**config.mk**
```make
export PLATFORM = sky130hd
export DESIGN_NAME = act_trim_bank
export DESIGN_NICKNAME = d
export VERILOG_FILES = /design/src/core/act_pkg.sv /design/src/core/act_trim_bank.sv /design/src/core/act_word_reg.sv
export VERILOG_INCLUDE_DIRS = /design/src /design/src/core
export SDC_FILE = /design/constraint.sdc
export NUM_CORES = 1
export LEC_CHECK = 0
export ABC_CLOCK_PERIOD_IN_PS = 3800
export BUFFER_PORTS_ARGS = -buffer_cell sky130_fd_sc_hd__buf_2
export CAP_MARGIN = 30
export CORE_AREA = 2 2 123 125
export DETAILED_ROUTE_END_ITERATION = 8
export DIE_AREA = 0 0 125 127
export PLACE_DENSITY = 0.75
export SYNTH_ARGS = -nofsm -noshare
export SYNTH_HDL_FRONTEND = slang
export SYNTH_SLANG_ARGS = --single-unit
```
**constraint.sdc**
```tcl
create_clock -name pclk -period 3.8 [get_ports pclk]
set_clock_uncertainty 0.15 [all_clocks]
set_input_delay 0.19 -clock pclk [delete_from_list [all_inputs] [get_ports pclk]]
set_output_delay 0.19 -clock pclk [all_outputs]
set_load 0.1 [all_outputs]
```
**src/core/act_regs.svh**
```systemverilog
// register offsets, field positions, reset values for the channel trim bank
`ifndef ACT_REGS_SVH
`define ACT_REGS_SVH
// printed offsets are word indices; byte address is four times the index
`define ACT_IDX_CH1_GAIN_HI 8'h11
`define ACT_IDX_CH1_GAIN_LO 8'h12
`define ACT_IDX_CH2_SETUP 8'h13
`define ACT_IDX_CH2_OFS_HI 8'h14
`define ACT_IDX_CH2_OFS_LO 8'h15
`define ACT_IDX_CH2_GAIN_HI 8'h16
`define ACT_IDX_CH2_GAIN_LO 8'h17
`define ACT_RST_GAIN_HI 16'h8000
`define ACT_RST_ZERO 16'h0000
`define ACT_LO_FIELD_MSB 15
`define ACT_LO_FIELD_LSB 8
`define ACT_DELAY_MSB 15
`define ACT_DELAY_LSB 6
`define ACT_BYPASS_BIT 2
`define ACT_SEL_MSB 1
`define ACT_SEL_LSB 0
`define ACT_MASK_LO 16'hFF00
`define ACT_MASK_SETUP 16'hFFC7
`endif

```
**src/core/act_pkg.sv**
```systemverilog
// types shared by the channel trim bank
package act_pkg;
  typedef enum logic [1:0] {
    ACT_IN_NORMAL = 2'h0,
    ACT_IN_SHORT = 2'h1,
    ACT_IN_TEST_POS = 2'h2,
    ACT_IN_TEST_NEG = 2'h3
  } act_input_type;

  typedef struct packed {
    logic signed [9:0] ch2_sample_delay;
    logic ch2_dc_filter_bypass;
    act_input_type ch2_input_select;
  } act_setup_type;

  typedef struct packed {
    logic [23:0] ch1_gain;
    logic [23:0] ch2_gain;
    logic signed [23:0] ch2_offset;
  } act_trim_type;
endpackage : act_pkg

```
**src/core/act_trim_bank.sv**
```systemverilog
// APB slave holding channel 1 gain trim and channel 2 setup and trims
`include "act_regs.svh"

// Notes on behaviour
// - each 24-bit gain trim keeps its upper sixteen bits in the whole high gain word.
// - the lowest eight gain trim bits sit in bits 15 to 8 of the low gain word.
// - the gain trim is an unsigned fraction giving a multiplier from zero to just under two.
// - the high gain word resets to 8000h so the combined trim starts at unity.
// - the 24-bit offset trim is signed two's complement with its upper sixteen bits in the high offset word.
// - the lowest eight offset trim bits sit in bits 15 to 8 of the low offset word.
// - setup bits 15 to 6 form a signed channel delay in modulator clock cycles.
// - setup bit 2 at 0 follows the global dc filter setting and at 1 bypasses the filter for this channel.
// - setup bits 1 to 0 pick normal pins, shorted inputs, positive test level or negative test level.
// - the setup word resets to zero, giving no delay, global filter control and normal pins.
module act_trim_bank (
  input wire logic pclk,
  input wire logic presetn,
  input wire logic psel,
  input wire logic penable,
  input wire logic pwrite,
  input wire logic [11:0] paddr,
  input wire logic [31:0] pwdata,
  input wire logic [3:0] pstrb,
  output logic [31:0] prdata_ff,
  output logic pready_ff,
  output logic pslverr_ff,
  input wire logic global_dc_filter_setting,
  output act_pkg::act_trim_type trim_ff,
  output act_pkg::act_setup_type setup_ff,
  output logic ch2_dc_filter_active_ff,
  output logic ch2_positive_pin_connect_ff,
  output logic ch2_negative_pin_connect_ff,
  output logic ch2_inputs_shorted_ff,
  output logic ch2_test_pos_ff,
  output logic ch2_test_neg_ff
);
  // ==========================================================
  // address decode
  localparam int NREG = 7;
  logic [15:0] word [NREG];
  logic [NREG-1:0] wr_sel;
  logic access_phase;
  logic commit_phase;
  logic idx_hit;
  logic [2:0] idx_num;
  logic [7:0] idx;

  function automatic logic [2:0] act_index(input logic [7:0] reg_idx);
    act_index = 3'(reg_idx - `ACT_IDX_CH1_GAIN_HI);
  endfunction : act_index

  // pready follows the first access cycle; a write lands only at the edge that sees pready
  assign access_phase = psel && penable && !pready_ff;
  assign commit_phase = psel && penable && pready_ff;
  assign idx = paddr[9:2];
  assign idx_hit = (paddr[1:0] == 2'h0) && (paddr[11:10] == 2'h0) &&
                   (idx >= `ACT_IDX_CH1_GAIN_HI) && (idx <= `ACT_IDX_CH2_GAIN_LO);
  assign idx_num = act_index(idx);

  always_comb begin
    for (int i = 0; i < NREG; i++) begin
      // a word is written only when both of its low byte lanes are strobed
      wr_sel[i] = commit_phase && pwrite && idx_hit && (pstrb[1:0] == 2'h3) && (idx_num == 3'(i));
    end
  end

  // ==========================================================
  // register words
  act_word_reg #(.RESET_VALUE(`ACT_RST_GAIN_HI), .WRITE_MASK(16'hFFFF)) u_ch1_gain_hi (
    .pclk(pclk), .presetn(presetn), .wr_en(wr_sel[0]), .wr_data(pwdata[15:0]), .value_ff(word[0]));
  act_word_reg #(.RESET_VALUE(`ACT_RST_ZERO), .WRITE_MASK(`ACT_MASK_LO)) u_ch1_gain_lo (
    .pclk(pclk), .presetn(presetn), .wr_en(wr_sel[1]), .wr_data(pwdata[15:0]), .value_ff(word[1]));
  act_word_reg #(.RESET_VALUE(`ACT_RST_ZERO), .WRITE_MASK(`ACT_MASK_SETUP)) u_ch2_setup (
    .pclk(pclk), .presetn(presetn), .wr_en(wr_sel[2]), .wr_data(pwdata[15:0]), .value_ff(word[2]));
  act_word_reg #(.RESET_VALUE(`ACT_RST_ZERO), .WRITE_MASK(16'hFFFF)) u_ch2_ofs_hi (
    .pclk(pclk), .presetn(presetn), .wr_en(wr_sel[3]), .wr_data(pwdata[15:0]), .value_ff(word[3]));
  act_word_reg #(.RESET_VALUE(`ACT_RST_ZERO), .WRITE_MASK(`ACT_MASK_LO)) u_ch2_ofs_lo (
    .pclk(pclk), .presetn(presetn), .wr_en(wr_sel[4]), .wr_data(pwdata[15:0]), .value_ff(word[4]));
  act_word_reg #(.RESET_VALUE(`ACT_RST_GAIN_HI), .WRITE_MASK(16'hFFFF)) u_ch2_gain_hi (
    .pclk(pclk), .presetn(presetn), .wr_en(wr_sel[5]), .wr_data(pwdata[15:0]), .value_ff(word[5]));
  act_word_reg #(.RESET_VALUE(`ACT_RST_ZERO), .WRITE_MASK(`ACT_MASK_LO)) u_ch2_gain_lo (
    .pclk(pclk), .presetn(presetn), .wr_en(wr_sel[6]), .wr_data(pwdata[15:0]), .value_ff(word[6]));

  // ==========================================================
  // bus answer
  always_ff @(posedge pclk or negedge presetn) begin
    if (!presetn) begin
      pready_ff <= 1'b0;
      pslverr_ff <= 1'b0;
    end else begin
      pready_ff <= access_phase;
      pslverr_ff <= access_phase && !idx_hit;
    end
  end

  always_ff @(posedge pclk or negedge presetn) begin
    if (!presetn) begin
      prdata_ff <= 32'h0000_0000;
    end else if (access_phase && !pwrite && idx_hit) begin
      prdata_ff <= {16'h0000, word[idx_num]};
    end else begin
      prdata_ff <= 32'h0000_0000;
    end
  end

  // ==========================================================
  // decoded trims and setup toward the signal chain
  logic [23:0] ch1_gain_full;
  logic [23:0] ch2_gain_full;
  logic [23:0] ch2_ofs_full;
  act_pkg::act_setup_type setup_now;

  assign ch1_gain_full = {word[0], word[1][`ACT_LO_FIELD_MSB:`ACT_LO_FIELD_LSB]};
  assign ch2_gain_full = {word[5], word[6][`ACT_LO_FIELD_MSB:`ACT_LO_FIELD_LSB]};
  assign ch2_ofs_full = {word[3], word[4][`ACT_LO_FIELD_MSB:`ACT_LO_FIELD_LSB]};
  assign setup_now = '{
    ch2_sample_delay: word[2][`ACT_DELAY_MSB:`ACT_DELAY_LSB],
    ch2_dc_filter_bypass: word[2][`ACT_BYPASS_BIT],
    ch2_input_select: act_pkg::act_input_type'(word[2][`ACT_SEL_MSB:`ACT_SEL_LSB])
  };

  always_ff @(posedge pclk or negedge presetn) begin
    if (!presetn) begin
      trim_ff <= '{ch1_gain: {`ACT_RST_GAIN_HI, 8'h00}, ch2_gain: {`ACT_RST_GAIN_HI, 8'h00}, ch2_offset: 24'h000000};
      setup_ff <= '0;
    end else begin
      trim_ff <= '{ch1_gain: ch1_gain_full, ch2_gain: ch2_gain_full, ch2_offset: ch2_ofs_full};
      setup_ff <= setup_now;
    end
  end

  // filter runs only when global setting enables it and channel is not bypassed
  always_ff @(posedge pclk or negedge presetn) begin
    if (!presetn) begin
      ch2_dc_filter_active_ff <= 1'b0;
    end else begin
      ch2_dc_filter_active_ff <= global_dc_filter_setting && !setup_now.ch2_dc_filter_bypass;
    end
  end

  always_ff @(posedge pclk or negedge presetn) begin
    if (!presetn) begin
      ch2_positive_pin_connect_ff <= 1'b1;
      ch2_negative_pin_connect_ff <= 1'b1;
      ch2_inputs_shorted_ff <= 1'b0;
      ch2_test_pos_ff <= 1'b0;
      ch2_test_neg_ff <= 1'b0;
    end else begin
      ch2_positive_pin_connect_ff <= 1'b0;
      ch2_negative_pin_connect_ff <= 1'b0;
      ch2_inputs_shorted_ff <= 1'b0;
      ch2_test_pos_ff <= 1'b0;
      ch2_test_neg_ff <= 1'b0;
      case (setup_now.ch2_input_select)
        act_pkg::ACT_IN_NORMAL: begin
          ch2_positive_pin_connect_ff <= 1'b1;
          ch2_negative_pin_connect_ff <= 1'b1;
        end
        act_pkg::ACT_IN_SHORT: begin
          ch2_inputs_shorted_ff <= 1'b1;
        end
        act_pkg::ACT_IN_TEST_POS: begin
          ch2_test_pos_ff <= 1'b1;
        end
        act_pkg::ACT_IN_TEST_NEG: begin
          ch2_test_neg_ff <= 1'b1;
        end
        default: begin
          ch2_positive_pin_connect_ff <= 1'b1;
          ch2_negative_pin_connect_ff <= 1'b1;
        end
      endcase
    end
  end

  // ==========================================================
  // assertions
  // every register word side by side, so one check catches a stray write anywhere
  logic [16*NREG-1:0] word_flat;
  assign word_flat = {word[6], word[5], word[4], word[3], word[2], word[1], word[0]};

  // ==========================================================
  // trim assembly toward the signal chain
  // trims lag their words by one cycle
  AST_GAIN_UPPER: assert property (@(posedge pclk) disable iff (!presetn)
    1'b1 |=> trim_ff.ch1_gain[23:8] == $past(word[0]))
    else $error("ch1 gain upper bits do not follow high word");
  AST_GAIN2_UPPER: assert property (@(posedge pclk) disable iff (!presetn)
    1'b1 |=> trim_ff.ch2_gain[23:8] == $past(word[5]))
    else $error("ch2 gain upper bits do not follow high word");
  AST_GAIN_LOWER: assert property (@(posedge pclk) disable iff (!presetn)
    1'b1 |=> trim_ff.ch2_gain[7:0] == $past(word[6][15:8]))
    else $error("ch2 gain lower bits do not follow low word upper byte");
  AST_GAIN1_LOWER: assert property (@(posedge pclk) disable iff (!presetn)
    1'b1 |=> trim_ff.ch1_gain[7:0] == $past(word[1][15:8]))
    else $error("ch1 gain lower bits do not follow low word upper byte");
  AST_GAIN_UNITY: assert property (@(posedge pclk) disable iff (!presetn)
    $rose(presetn) |-> word[0] == 16'h8000 && word[5] == 16'h8000)
    else $error("gain high word not at unity after reset");
  AST_TRIM_RESET: assert property (@(posedge pclk) disable iff (!presetn)
    $rose(presetn) |-> trim_ff.ch1_gain == {`ACT_RST_GAIN_HI, 8'h00} &&
      trim_ff.ch2_gain == {`ACT_RST_GAIN_HI, 8'h00} && trim_ff.ch2_offset == 24'h000000)
    else $error("trims not at their reset values after reset");
  AST_OFFSET_SIGN: assert property (@(posedge pclk) disable iff (!presetn)
    1'b1 |=> trim_ff.ch2_offset[23] == $past(word[3][15]))
    else $error("offset sign bit not from high offset word");
  AST_OFFSET_UPPER: assert property (@(posedge pclk) disable iff (!presetn)
    1'b1 |=> trim_ff.ch2_offset[23:8] == $past(word[3]))
    else $error("offset upper bits do not follow high offset word");
  AST_OFFSET_LOWER: assert property (@(posedge pclk) disable iff (!presetn)
    1'b1 |=> trim_ff.ch2_offset[7:0] == $past(word[4][15:8]))
    else $error("offset lower bits wrong");
  AST_WRITE_LANDS: assert property (@(posedge pclk) disable iff (!presetn)
    wr_sel[0] |=> word[0] == $past(pwdata[15:0]))
    else $error("ch1 high gain word did not take the write");

  // ==========================================================
  // channel setup and input routing
  // routing outputs are one-hot apart from the pin pair, which moves together
  AST_DELAY_FIELD: assert property (@(posedge pclk) disable iff (!presetn)
    wr_sel[2] |=> ##1 setup_ff.ch2_sample_delay == $past(pwdata[15:6], 2))
    else $error("sample delay not taken from setup bits 15 to 6");
  AST_DELAY_SIGN: assert property (@(posedge pclk) disable iff (!presetn)
    1'b1 |=> setup_ff.ch2_sample_delay[9] == $past(word[2][`ACT_DELAY_MSB]))
    else $error("sample delay sign not from setup bit 15");
  AST_BYPASS: assert property (@(posedge pclk) disable iff (!presetn)
    word[2][2] |=> !ch2_dc_filter_active_ff)
    else $error("dc filter active while bypassed");
  AST_FILTER_FOLLOW: assert property (@(posedge pclk) disable iff (!presetn)
    !word[2][`ACT_BYPASS_BIT] |=> ch2_dc_filter_active_ff == $past(global_dc_filter_setting))
    else $error("dc filter does not follow the global setting");
  AST_INPUT_SEL: assert property (@(posedge pclk) disable iff (!presetn)
    word[2][1:0] == 2'h1 |=> ch2_inputs_shorted_ff && !ch2_positive_pin_connect_ff)
    else $error("shorted input select not applied");
  AST_SEL_NORMAL: assert property (@(posedge pclk) disable iff (!presetn)
    word[2][1:0] == 2'h0 |=> ch2_positive_pin_connect_ff && ch2_negative_pin_connect_ff && !ch2_inputs_shorted_ff)
    else $error("normal pins not connected");
  AST_SEL_POS: assert property (@(posedge pclk) disable iff (!presetn)
    word[2][1:0] == 2'h2 |=> ch2_test_pos_ff && !ch2_test_neg_ff && !ch2_positive_pin_connect_ff)
    else $error("positive test level not applied");
  AST_SEL_NEG: assert property (@(posedge pclk) disable iff (!presetn)
    word[2][1:0] == 2'h3 |=> ch2_test_neg_ff && !ch2_test_pos_ff && !ch2_negative_pin_connect_ff)
    else $error("negative test level not applied");
  AST_SEL_ONEHOT: assert property (@(posedge pclk) disable iff (!presetn)
    1'b1 |-> ch2_positive_pin_connect_ff == ch2_negative_pin_connect_ff &&
      $onehot({ch2_positive_pin_connect_ff, ch2_inputs_shorted_ff, ch2_test_pos_ff, ch2_test_neg_ff}))
    else $error("more than one input routing active");
  AST_SETUP_RESET: assert property (@(posedge pclk) disable iff (!presetn)
    $rose(presetn) |-> word[2] == `ACT_RST_ZERO && setup_ff == '0)
    else $error("setup not zero after reset");
  AST_PIN_RESET: assert property (@(posedge pclk) disable iff (!presetn)
    $rose(presetn) |-> ch2_positive_pin_connect_ff && ch2_negative_pin_connect_ff && !ch2_inputs_shorted_ff)
    else $error("normal pins not selected after reset");

  // ==========================================================
  // reserved ranges
  AST_RESERVED: assert property (@(posedge pclk) disable iff (!presetn)
    word[1][7:0] == 8'h00 && word[4][7:0] == 8'h00 && word[6][7:0] == 8'h00 && word[2][5:3] == 3'h0)
    else $error("reserved bits not zero");
  AST_LOW_READ: assert property (@(posedge pclk) disable iff (!presetn)
    access_phase && !pwrite && idx_hit && (idx_num == 3'h1 || idx_num == 3'h4 || idx_num == 3'h6)
      |=> prdata_ff[7:0] == 8'h00)
    else $error("low trim word read with reserved byte set");
  AST_UPPER_READ: assert property (@(posedge pclk) disable iff (!presetn)
    1'b1 |-> prdata_ff[31:16] == 16'h0000)
    else $error("unused read data bits not zero");

  // ==========================================================
  // bus handshake
  // a refused or partial write must leave every word as it was
  AST_READY_ONE: assert property (@(posedge pclk) disable iff (!presetn)
    psel && penable |-> ##[0:1] pready_ff)
    else $error("access not answered within one cycle");
  AST_READY_PULSE: assert property (@(posedge pclk) disable iff (!presetn)
    pready_ff |=> !pready_ff)
    else $error("pready held longer than one cycle");
  AST_IDLE_NO_READY: assert property (@(posedge pclk) disable iff (!presetn)
    !psel |=> !pready_ff)
    else $error("pready without a selected access");
  AST_ERR_WITH_READY: assert property (@(posedge pclk) disable iff (!presetn)
    pslverr_ff |-> pready_ff)
    else $error("error flag without pready");
  AST_RDATA_IDLE: assert property (@(posedge pclk) disable iff (!presetn)
    !pready_ff |-> prdata_ff == 32'h0000_0000)
    else $error("read data not zero outside the answer cycle");
  AST_READ_ZERO_BAD: assert property (@(posedge pclk) disable iff (!presetn)
    pslverr_ff |-> prdata_ff == 32'h0000_0000)
    else $error("refused read returned data");
  AST_STROBE_IGNORED: assert property (@(posedge pclk) disable iff (!presetn)
    commit_phase && pwrite && pstrb[1:0] != 2'h3 |=> $stable(word_flat))
    else $error("partial strobe write changed a word");
  AST_BAD_NO_WRITE: assert property (@(posedge pclk) disable iff (!presetn)
    commit_phase && !idx_hit |=> $stable(word_flat))
    else $error("refused address changed a word");

  // main scenarios
  COV_WRITE_SETUP: cover property (@(posedge pclk) disable iff (!presetn) wr_sel[2]);
  COV_READ_GAIN: cover property (@(posedge pclk) disable iff (!presetn)
    access_phase && !pwrite && idx_hit && idx_num == 3'h0);
  COV_BAD_ADDR: cover property (@(posedge pclk) disable iff (!presetn) pslverr_ff);
  COV_TEST_NEG: cover property (@(posedge pclk) disable iff (!presetn) ch2_test_neg_ff);
  COV_PARTIAL_STROBE: cover property (@(posedge pclk) disable iff (!presetn)
    commit_phase && pwrite && pstrb[1:0] != 2'h3);
endmodule : act_trim_bank

```
**src/core/act_word_reg.sv**
```systemverilog
// one 16-bit trim word with a writable-bit mask and reset value
module act_word_reg #(
  parameter logic [15:0] RESET_VALUE = 16'h0000,
  parameter logic [15:0] WRITE_MASK = 16'hFFFF
) (
  input wire logic pclk,
  input wire logic presetn,
  input wire logic wr_en,
  input wire logic [15:0] wr_data,
  output logic [15:0] value_ff
);
  // reserved bits keep their reset value and ignore writes
  always_ff @(posedge pclk or negedge presetn) begin
    if (!presetn) begin
      value_ff <= RESET_VALUE & WRITE_MASK;
    end else if (wr_en) begin
      value_ff <= wr_data & WRITE_MASK;
    end
  end
endmodule : act_word_reg

```
; ---- Word level (Yosys, flattened, before mapping)
; Index checks and enable logic that the tools add are counted.
[op_classes]
n_addsub = 1
magnitude_cmp = 3
eq_ne = 10
mux = 8
bitwise = 1
reduce_logical = 28
[ops]
columns = cell, count
row1 = binary-select mux 16 bit (select 3 bit), 1
row2 = 2-to-1 mux 16 bit, 3
row3 = logical AND 1 bit, 20
row4 = equality test 3 bit (second input constant), 3
row5 = >= comparator 8 x 5 -> 1 bit (second input constant), 1
row6 = <= comparator 8 x 5 -> 1 bit (second input constant), 1
row7 = equality test 2 bit (second input constant), 3
row8 = equality test 3 x 2 -> 1 bit (second input constant), 2
row9 = logical NOT 2 bit, 3
row10 = >= comparator 4 bit (second input constant), 1
row11 = logical NOT 1 bit, 4
row12 = 2-to-1 mux 1 bit, 4
row13 = inverter 3 -> 4 bit, 1
row14 = equality test 3 x 1 -> 1 bit (second input constant), 1
row15 = logical NOT 3 bit, 1
row16 = subtractor 3 x 1 -> 3 bit (second input constant), 1
row17 = equality test 2 x 1 -> 1 bit (second input constant), 1
[totals]
ff_bits = 209
inputBits = 54
output_inout_bits = 125
elab_cells = 72

; ---- Longest topological paths before layout
[logic_depth]
word_depth = 7
mapped_depth = 10
ltp_nobuf = 6

; ---- Cells and area by module
; From an unflattened synthesis, not the netlist that was laid out.
[hier_totals]
cells_unflattened = 486
area_unflattened_um2 = 7806.2
[modules_own_cells]
columns = mod, n_inst, cells_each, area_per_inst_um2, seq_area_each_um2
row1 = act_trim_bank, 1, 275, 4122.7, 2706.3
row2 = act_word_reg at u_ch1_gain_hi ..., 2, 34, 650.6, 401.6
row3 = act_word_reg at u_ch1_gain_lo ..., 3, 26, 395.4, 200.2
row4 = act_word_reg at u_ch2_ofs_hi, 1, 34, 649.4, 400.4
row5 = act_word_reg at u_ch2_setup, 1, 31, 546.8, 325.3

; ---- Least setup slack after synthesis
; OpenSTA, ideal clock, no wires.
[synth_timing]
path_type = in2reg
start = input paddr[2]
end = register u_ch1_gain_hi.value_ff[0]
setup_ps = 125
arrival_time_ps = 3109
required_time_ps = 3525
slack_ps = 416
stages = 9
n_path_buf = 3
path_cell_list = clkbuf_1 > clkbuf_1 > clkinv_1 > ha_1 > nor3b_1 > nor4_4 > nand4_4 > buf_6 > mux2_4
[synth_between]
elab_chain_len = 6
word_cells_on_any_way = 9
classes_between = add/sub: 1 / order compare: 2 / reduce/logical: 6
[synth_rtl]
columns = item, line_no
row1 = start: declaration, act_trim_bank.sv:21  ; input wire logic [11:0] paddr,
row2 = >= comparator 8 x 5 -> 1 bit (no source line), n/a
row3 = logical AND 1 bit (2 in a row), act_trim_bank.sv:56  ; assign idx_hit = (paddr[1:0] == 2'h0) && (paddr[11:10] == 2'h0) &&
row4 = logical AND 1 bit (2 in a row), act_trim_bank.sv:63  ; wr_sel[i] = commit_phase && pwrite && idx_hit && (pstrb[1:0] == 2'h3) && (idx_num == 3'(i));
row5 = logical AND 1 bit (*), act_trim_bank.sv:63
row6 = end signal: assignment, act_word_reg.sv:15  ; value_ff <= RESET_VALUE & WRITE_MASK;
row7 = end signal: assignment, act_word_reg.sv:17  ; value_ff <= wr_data & WRITE_MASK;
row8 = end: declaration, act_word_reg.sv:10  ; output logic [15:0] value_ff
; Every way passes the cells marked *; elsewhere a longest branch is shown, timed or not.
; A chain may end at the register's enable or synchronous reset.

; ---- Worst setup path in the final report
[layout_timing]
start = input paddr[2]
end = register u_ch2_ofs_hi.value_ff[5]
[layout_between]
elab_chain_len = 6
word_cells_on_any_way = 9
classes_between = add/sub: 1 / order compare: 2 / eq/ne: 1 / reduce/logical: 5
[layout_rtl]
columns = item, line_no
row1 = >= comparator 8 x 5 -> 1 bit (no source line), n/a
row2 = logical AND 1 bit (2 in a row), act_trim_bank.sv:56
row3 = logical AND 1 bit (2 in a row), act_trim_bank.sv:63
row4 = logical AND 1 bit (*), act_trim_bank.sv:63
row5 = end signal: assignment, act_word_reg.sv:15
row6 = end signal: assignment, act_word_reg.sv:17
row7 = end: declaration, act_word_reg.sv:10
; Marks and branches as above.

==> implementation parameters <==
Parameter                              Value

Status
  Outcome ... completed

STA
  Aggregate negative setup slack ... 0 ns
  Period Utilization, post-route ... 74.48%
  Fin. max-slew vios ... 0
  Max Freq ... 353.4 MHz
  Least setup slack across all paths after layout ... 0.9699 ns
  Minimum clock period after layout ... 2.830 ns
  Normalized max-slew margin ... 42.72%
  Final setup vio count ... 0
  RSZ-0062 raised after global routing ... no
  Final Hold Vio Count ... 0
  Worst Max-Slew Pin Slew ... 0.8592 ns

Clock tree
  Max Root-Sink Buffers ... 2
  # H-tree levels ... 4
  Master cell of the clock root buffer ... sky130_fd_sc_hd__clkbuf_16
  Post CTS Setup Buffer Count ... 0
  Clock buffers created by TritonCTS ... 17
  TritonCTS clock tree ... built
  CTS sink count ... 193
  Clock-pin slew reported for the worst setup and hold paths after clock tree synthesis ... 0.07 ns
  Clock latency at the later pin of the worst-skew pair ... 0.43 ns

Global routing
  Number of antenna violations at the first check in global routing ... 0
  Vias in the first global route ... 4,428
  Global-route wire length before repair ... 25,070 um
  Maximum number of pins on one net before global-route repair ... 110
  Global-route congestion overflow total ... 0
  All-layer global routing usage ... 21.12%

Yosys
  Count of mapped cells out of synthesis ... 425
  Warnings from Yosys ... 0
  Sequential share of the synthesized area ... 67.77%
  Top post-synthesis cells by area ... sky130_fd_sc_hd__dfrtp_1, sky130_fd_sc_hd__mux2_2, sky130_fd_sc_hd__mux2_4
  Main flop type after synthesis ... sky130_fd_sc_hd__dfrtp_1
  Number of synthesized flops with an enable pin ... 0
  Fraction of post-synthesis cell area in the top cell type by area ... 65.93%
  Yosys top cell by area ... sky130_fd_sc_hd__dfrtp_1
  Count of unique library cells instantiated by Yosys ... 37
  Post-synthesis instance area ... 7136 sq um
  Register bit total from synthesis ... 193
  Share of flip-flops with an asynchronous set or reset ... 100.0%
  Synthesized area divided by synthesized cell count ... 16.79 sq um

Place
  Number of buffers inserted by port buffering ... 144
  Final Wtd Congestion ... 0.7783
  Worst-case setup slack after placement ... 0.4984 ns
  Instance area after placement ... 8016 sq um
  Post-DP HPWL ... 10,220 um

Worst setup path
  Largest stage delay on the critical path ... 0.75 ns
  Critical path's top delay family ... simple AND/OR/NAND/NOR gates
  Top fanout value on the critical path ... 16
  Critical path buffer and inverter count ... 2
  Worst r2r src ... pready_ff$_DFF_PN0_
  Standard cell with the maximum stage delay on the critical path ... sky130_fd_sc_hd__nor4_4
  Critical path data required time ... 3.96 ns
  Crit-path cells ... buf_2 -> clkinv_1 -> ha_1 -> nor3b_1 -> nor4_4 -> nand4_4 -> mux2_4
  Critical path capture point type ... flip-flop
  Source of the critical timing path ... paddr[2]
  CP Class ... in2reg
  Worst path arrival time ... 2.99 ns
  Critical Path Start Type ... primary input

Power and ir drop
  Total Power Consumption ... 4.211 mW
  Areal power density over the cells ... 476.3 nW/um^2
  Max VDD drop ... 0.0003080 V
  Leakage ... 4.868 nW

Die
  Die ar. ... 15,880 sq um
  Starting Density ... 49.47%
  Die Width ... 125 um
  Number of standard-cell rows in the floorplan ... 44
  I/O pin cnt ... 179
  Die outline height ... 127 um
  Area inside the core boundary ... 14,420 sq um

Final layout
  Commonest non-fill, non-tap cell in the layout ... sky130_fd_sc_hd__dfrtp_1
  Number of antenna diodes ... 0
  Share of cells above drive strength 1 ... 49.59%
  Share of the core filled with cells ... 61.29%
  Layout-stage area growth over the synthesis result ... 23.90%
  Count of nets after finishing ... 658
  Final Instance Area ... 8841 sq um
  Most used cells in the layout excluding fill and tap cells ... sky130_fd_sc_hd__dfrtp_1, sky130_fd_sc_hd__buf_2, sky130_fd_sc_hd__mux2_2

Drt
  Via count normalized by instance count ... 5.277
  Count of nets left with antenna violations after detail routing ... 0
  Number of DRC violations after detailed-routing iteration 0 ... 158
  Routed wire per std cell ... 20.19 um
  Detailed-route DRC error count ... 0
  Detailed Route WL ... 16,060 um
  Number of search-and-repair iterations in the first detailed-routing pass ... 4
  Total number of vias ... 4,195

Flow run
  # Max-Cap Violations ... 0

Worst hold path
  Path class of the lowest-slack min-delay path ... in2reg
  Hold wc startpoint ... paddr[1]
logic make-up after synthesis:
| group | after synthesis | synth area share (%) |
|---|---|---|
| adder cells (fa/ha/maj) | 5 | 0.8767 |
| multiplexers | 106 | 19.48 |
| other | 1 | 0.05255 |
| XOR/XNOR | 2 | 0.2455 |
| buffers and inverters | 33 | 2.981 |
| AO/OA/AOI/OAI | 25 | 2.472 |
| AND/OR/NAND/NOR | 60 | 6.119 |
| flip-flops | 193 | 67.77 |
metal layers:
| metal | global-route usage (%) | vias up | share of wire, % |
|---|---|---|---|
| li1 | - | 1828 | - |
| met1 | 27.24 | 2166 | 41 |
| met2 | 34.30 | 160 | 51 |
| met3 | 4.774 | 41 | 5.0 |
| met4 | 10.26 | 0 | 2.9 |
| met5 | 0 | - | 0 |
per-stage QoR:
| step | hold slack, ns | std cells |
|---|---|---|
| finish | 0.04601 | 795 |
| global route | 0.09879 | 795 |
| CTS | 0.03410 | 795 |
| detailed placement | 0.2094 | 744 |
| global placement | 0.1762 | 744 |
| floorplan | -0.2556 | 440 |
sequential cells by signal, summed over array words and instances (netlist names):
name,flops
ch2_negative_pin_connect_ff,1
u_ch2_setup.value_ff,13
u_ch1_gain_hi.value_ff,16
ch2_dc_filter_active_ff,1
ch2_inputs_shorted_ff,1
prdata_ff,16
u_ch2_ofs_hi.value_ff,16
u_ch1_gain_lo.value_ff,8
pready_ff,1
pslverr_ff,1
trim_ff,72
u_ch2_ofs_lo.value_ff,8
setup_ff,13
ch2_test_pos_ff,1
u_ch2_gain_hi.value_ff,16
ch2_test_neg_ff,1
u_ch2_gain_lo.value_ff,8
path summary, 6_finish.rpt:
check / to / slack [ns] / depth (start not counted)
setup / recovery: u_ch2_ofs_hi.value_ff[5]$_DFFE_PN0P_ / 0.97 / 7
setup reg to reg: u_ch2_ofs_hi.value_ff[5]$_DFFE_PN0P_ / 1.32 / 4
hold reg to reg: trim_ff[47]$_DFF_PN1_ / 0.22 / 0
hold / removal: pslverr_ff$_DFF_PN0_ / 0.05 / 3
min in group asynchronous: trim_ff[11]$_DFF_PN0_ / 0.24 / 2
max in group asynchronous: trim_ff[37]$_DFF_PN0_ / 2.19 / 3
worst reg2reg max path: cells and delay by family, from the launching register on:
kind | cells | cell delay (ns)
DFF | 1 | 0.39
muxes | 1 | 0.47
and+or+nand+nor | 3 | 1.35
where the power goes:
group	switching [mW]	internal, mW
sequential	0.000929	2.06
clock	0.769	1.12
combinational	0.207	0.0604
total	0.977	3.23
cell type report:
type                    instances  area, sq um
well taps                     184        230.2
clock inverters                13        185.2
multi-input cells             214         2161
clock buffers                  18        439.2
flip-flops and latches        193         4836
inverters                       2        7.507
fillers                      1077         5583
repair buffers                171        982.2
what timing repair did:
action,in CTS,in global routing
endpoints found under the setup margin,0,0
resized for setup,0,0
endpoints found under the hold margin,189,0
hold buffers,20,0
cell usage after synthesis (2+ instances only):
master,instances
sky130_fd_sc_hd__a21oi_1,8
sky130_fd_sc_hd__a221oi_1,8
sky130_fd_sc_hd__and3_1,4
sky130_fd_sc_hd__buf_2,2
sky130_fd_sc_hd__buf_4,17
sky130_fd_sc_hd__buf_6,3
sky130_fd_sc_hd__clkbuf_1,9
sky130_fd_sc_hd__dfrtp_1,188
sky130_fd_sc_hd__dfstp_2,5
sky130_fd_sc_hd__ha_1,5
sky130_fd_sc_hd__mux2_2,63
sky130_fd_sc_hd__mux2_4,30
sky130_fd_sc_hd__mux2i_1,5
sky130_fd_sc_hd__mux4_2,8
sky130_fd_sc_hd__nand2_1,9
sky130_fd_sc_hd__nand3_1,5
sky130_fd_sc_hd__nand4_2,3
sky130_fd_sc_hd__nand4_4,4
sky130_fd_sc_hd__nor2_1,12
sky130_fd_sc_hd__nor2b_1,4
sky130_fd_sc_hd__nor3_1,8
sky130_fd_sc_hd__nor3b_1,4
sky130_fd_sc_hd__o21ai_0,3
sky130_fd_sc_hd__o2bb2ai_1,5
No activity file was read; power rests on OpenSTA's default activity.
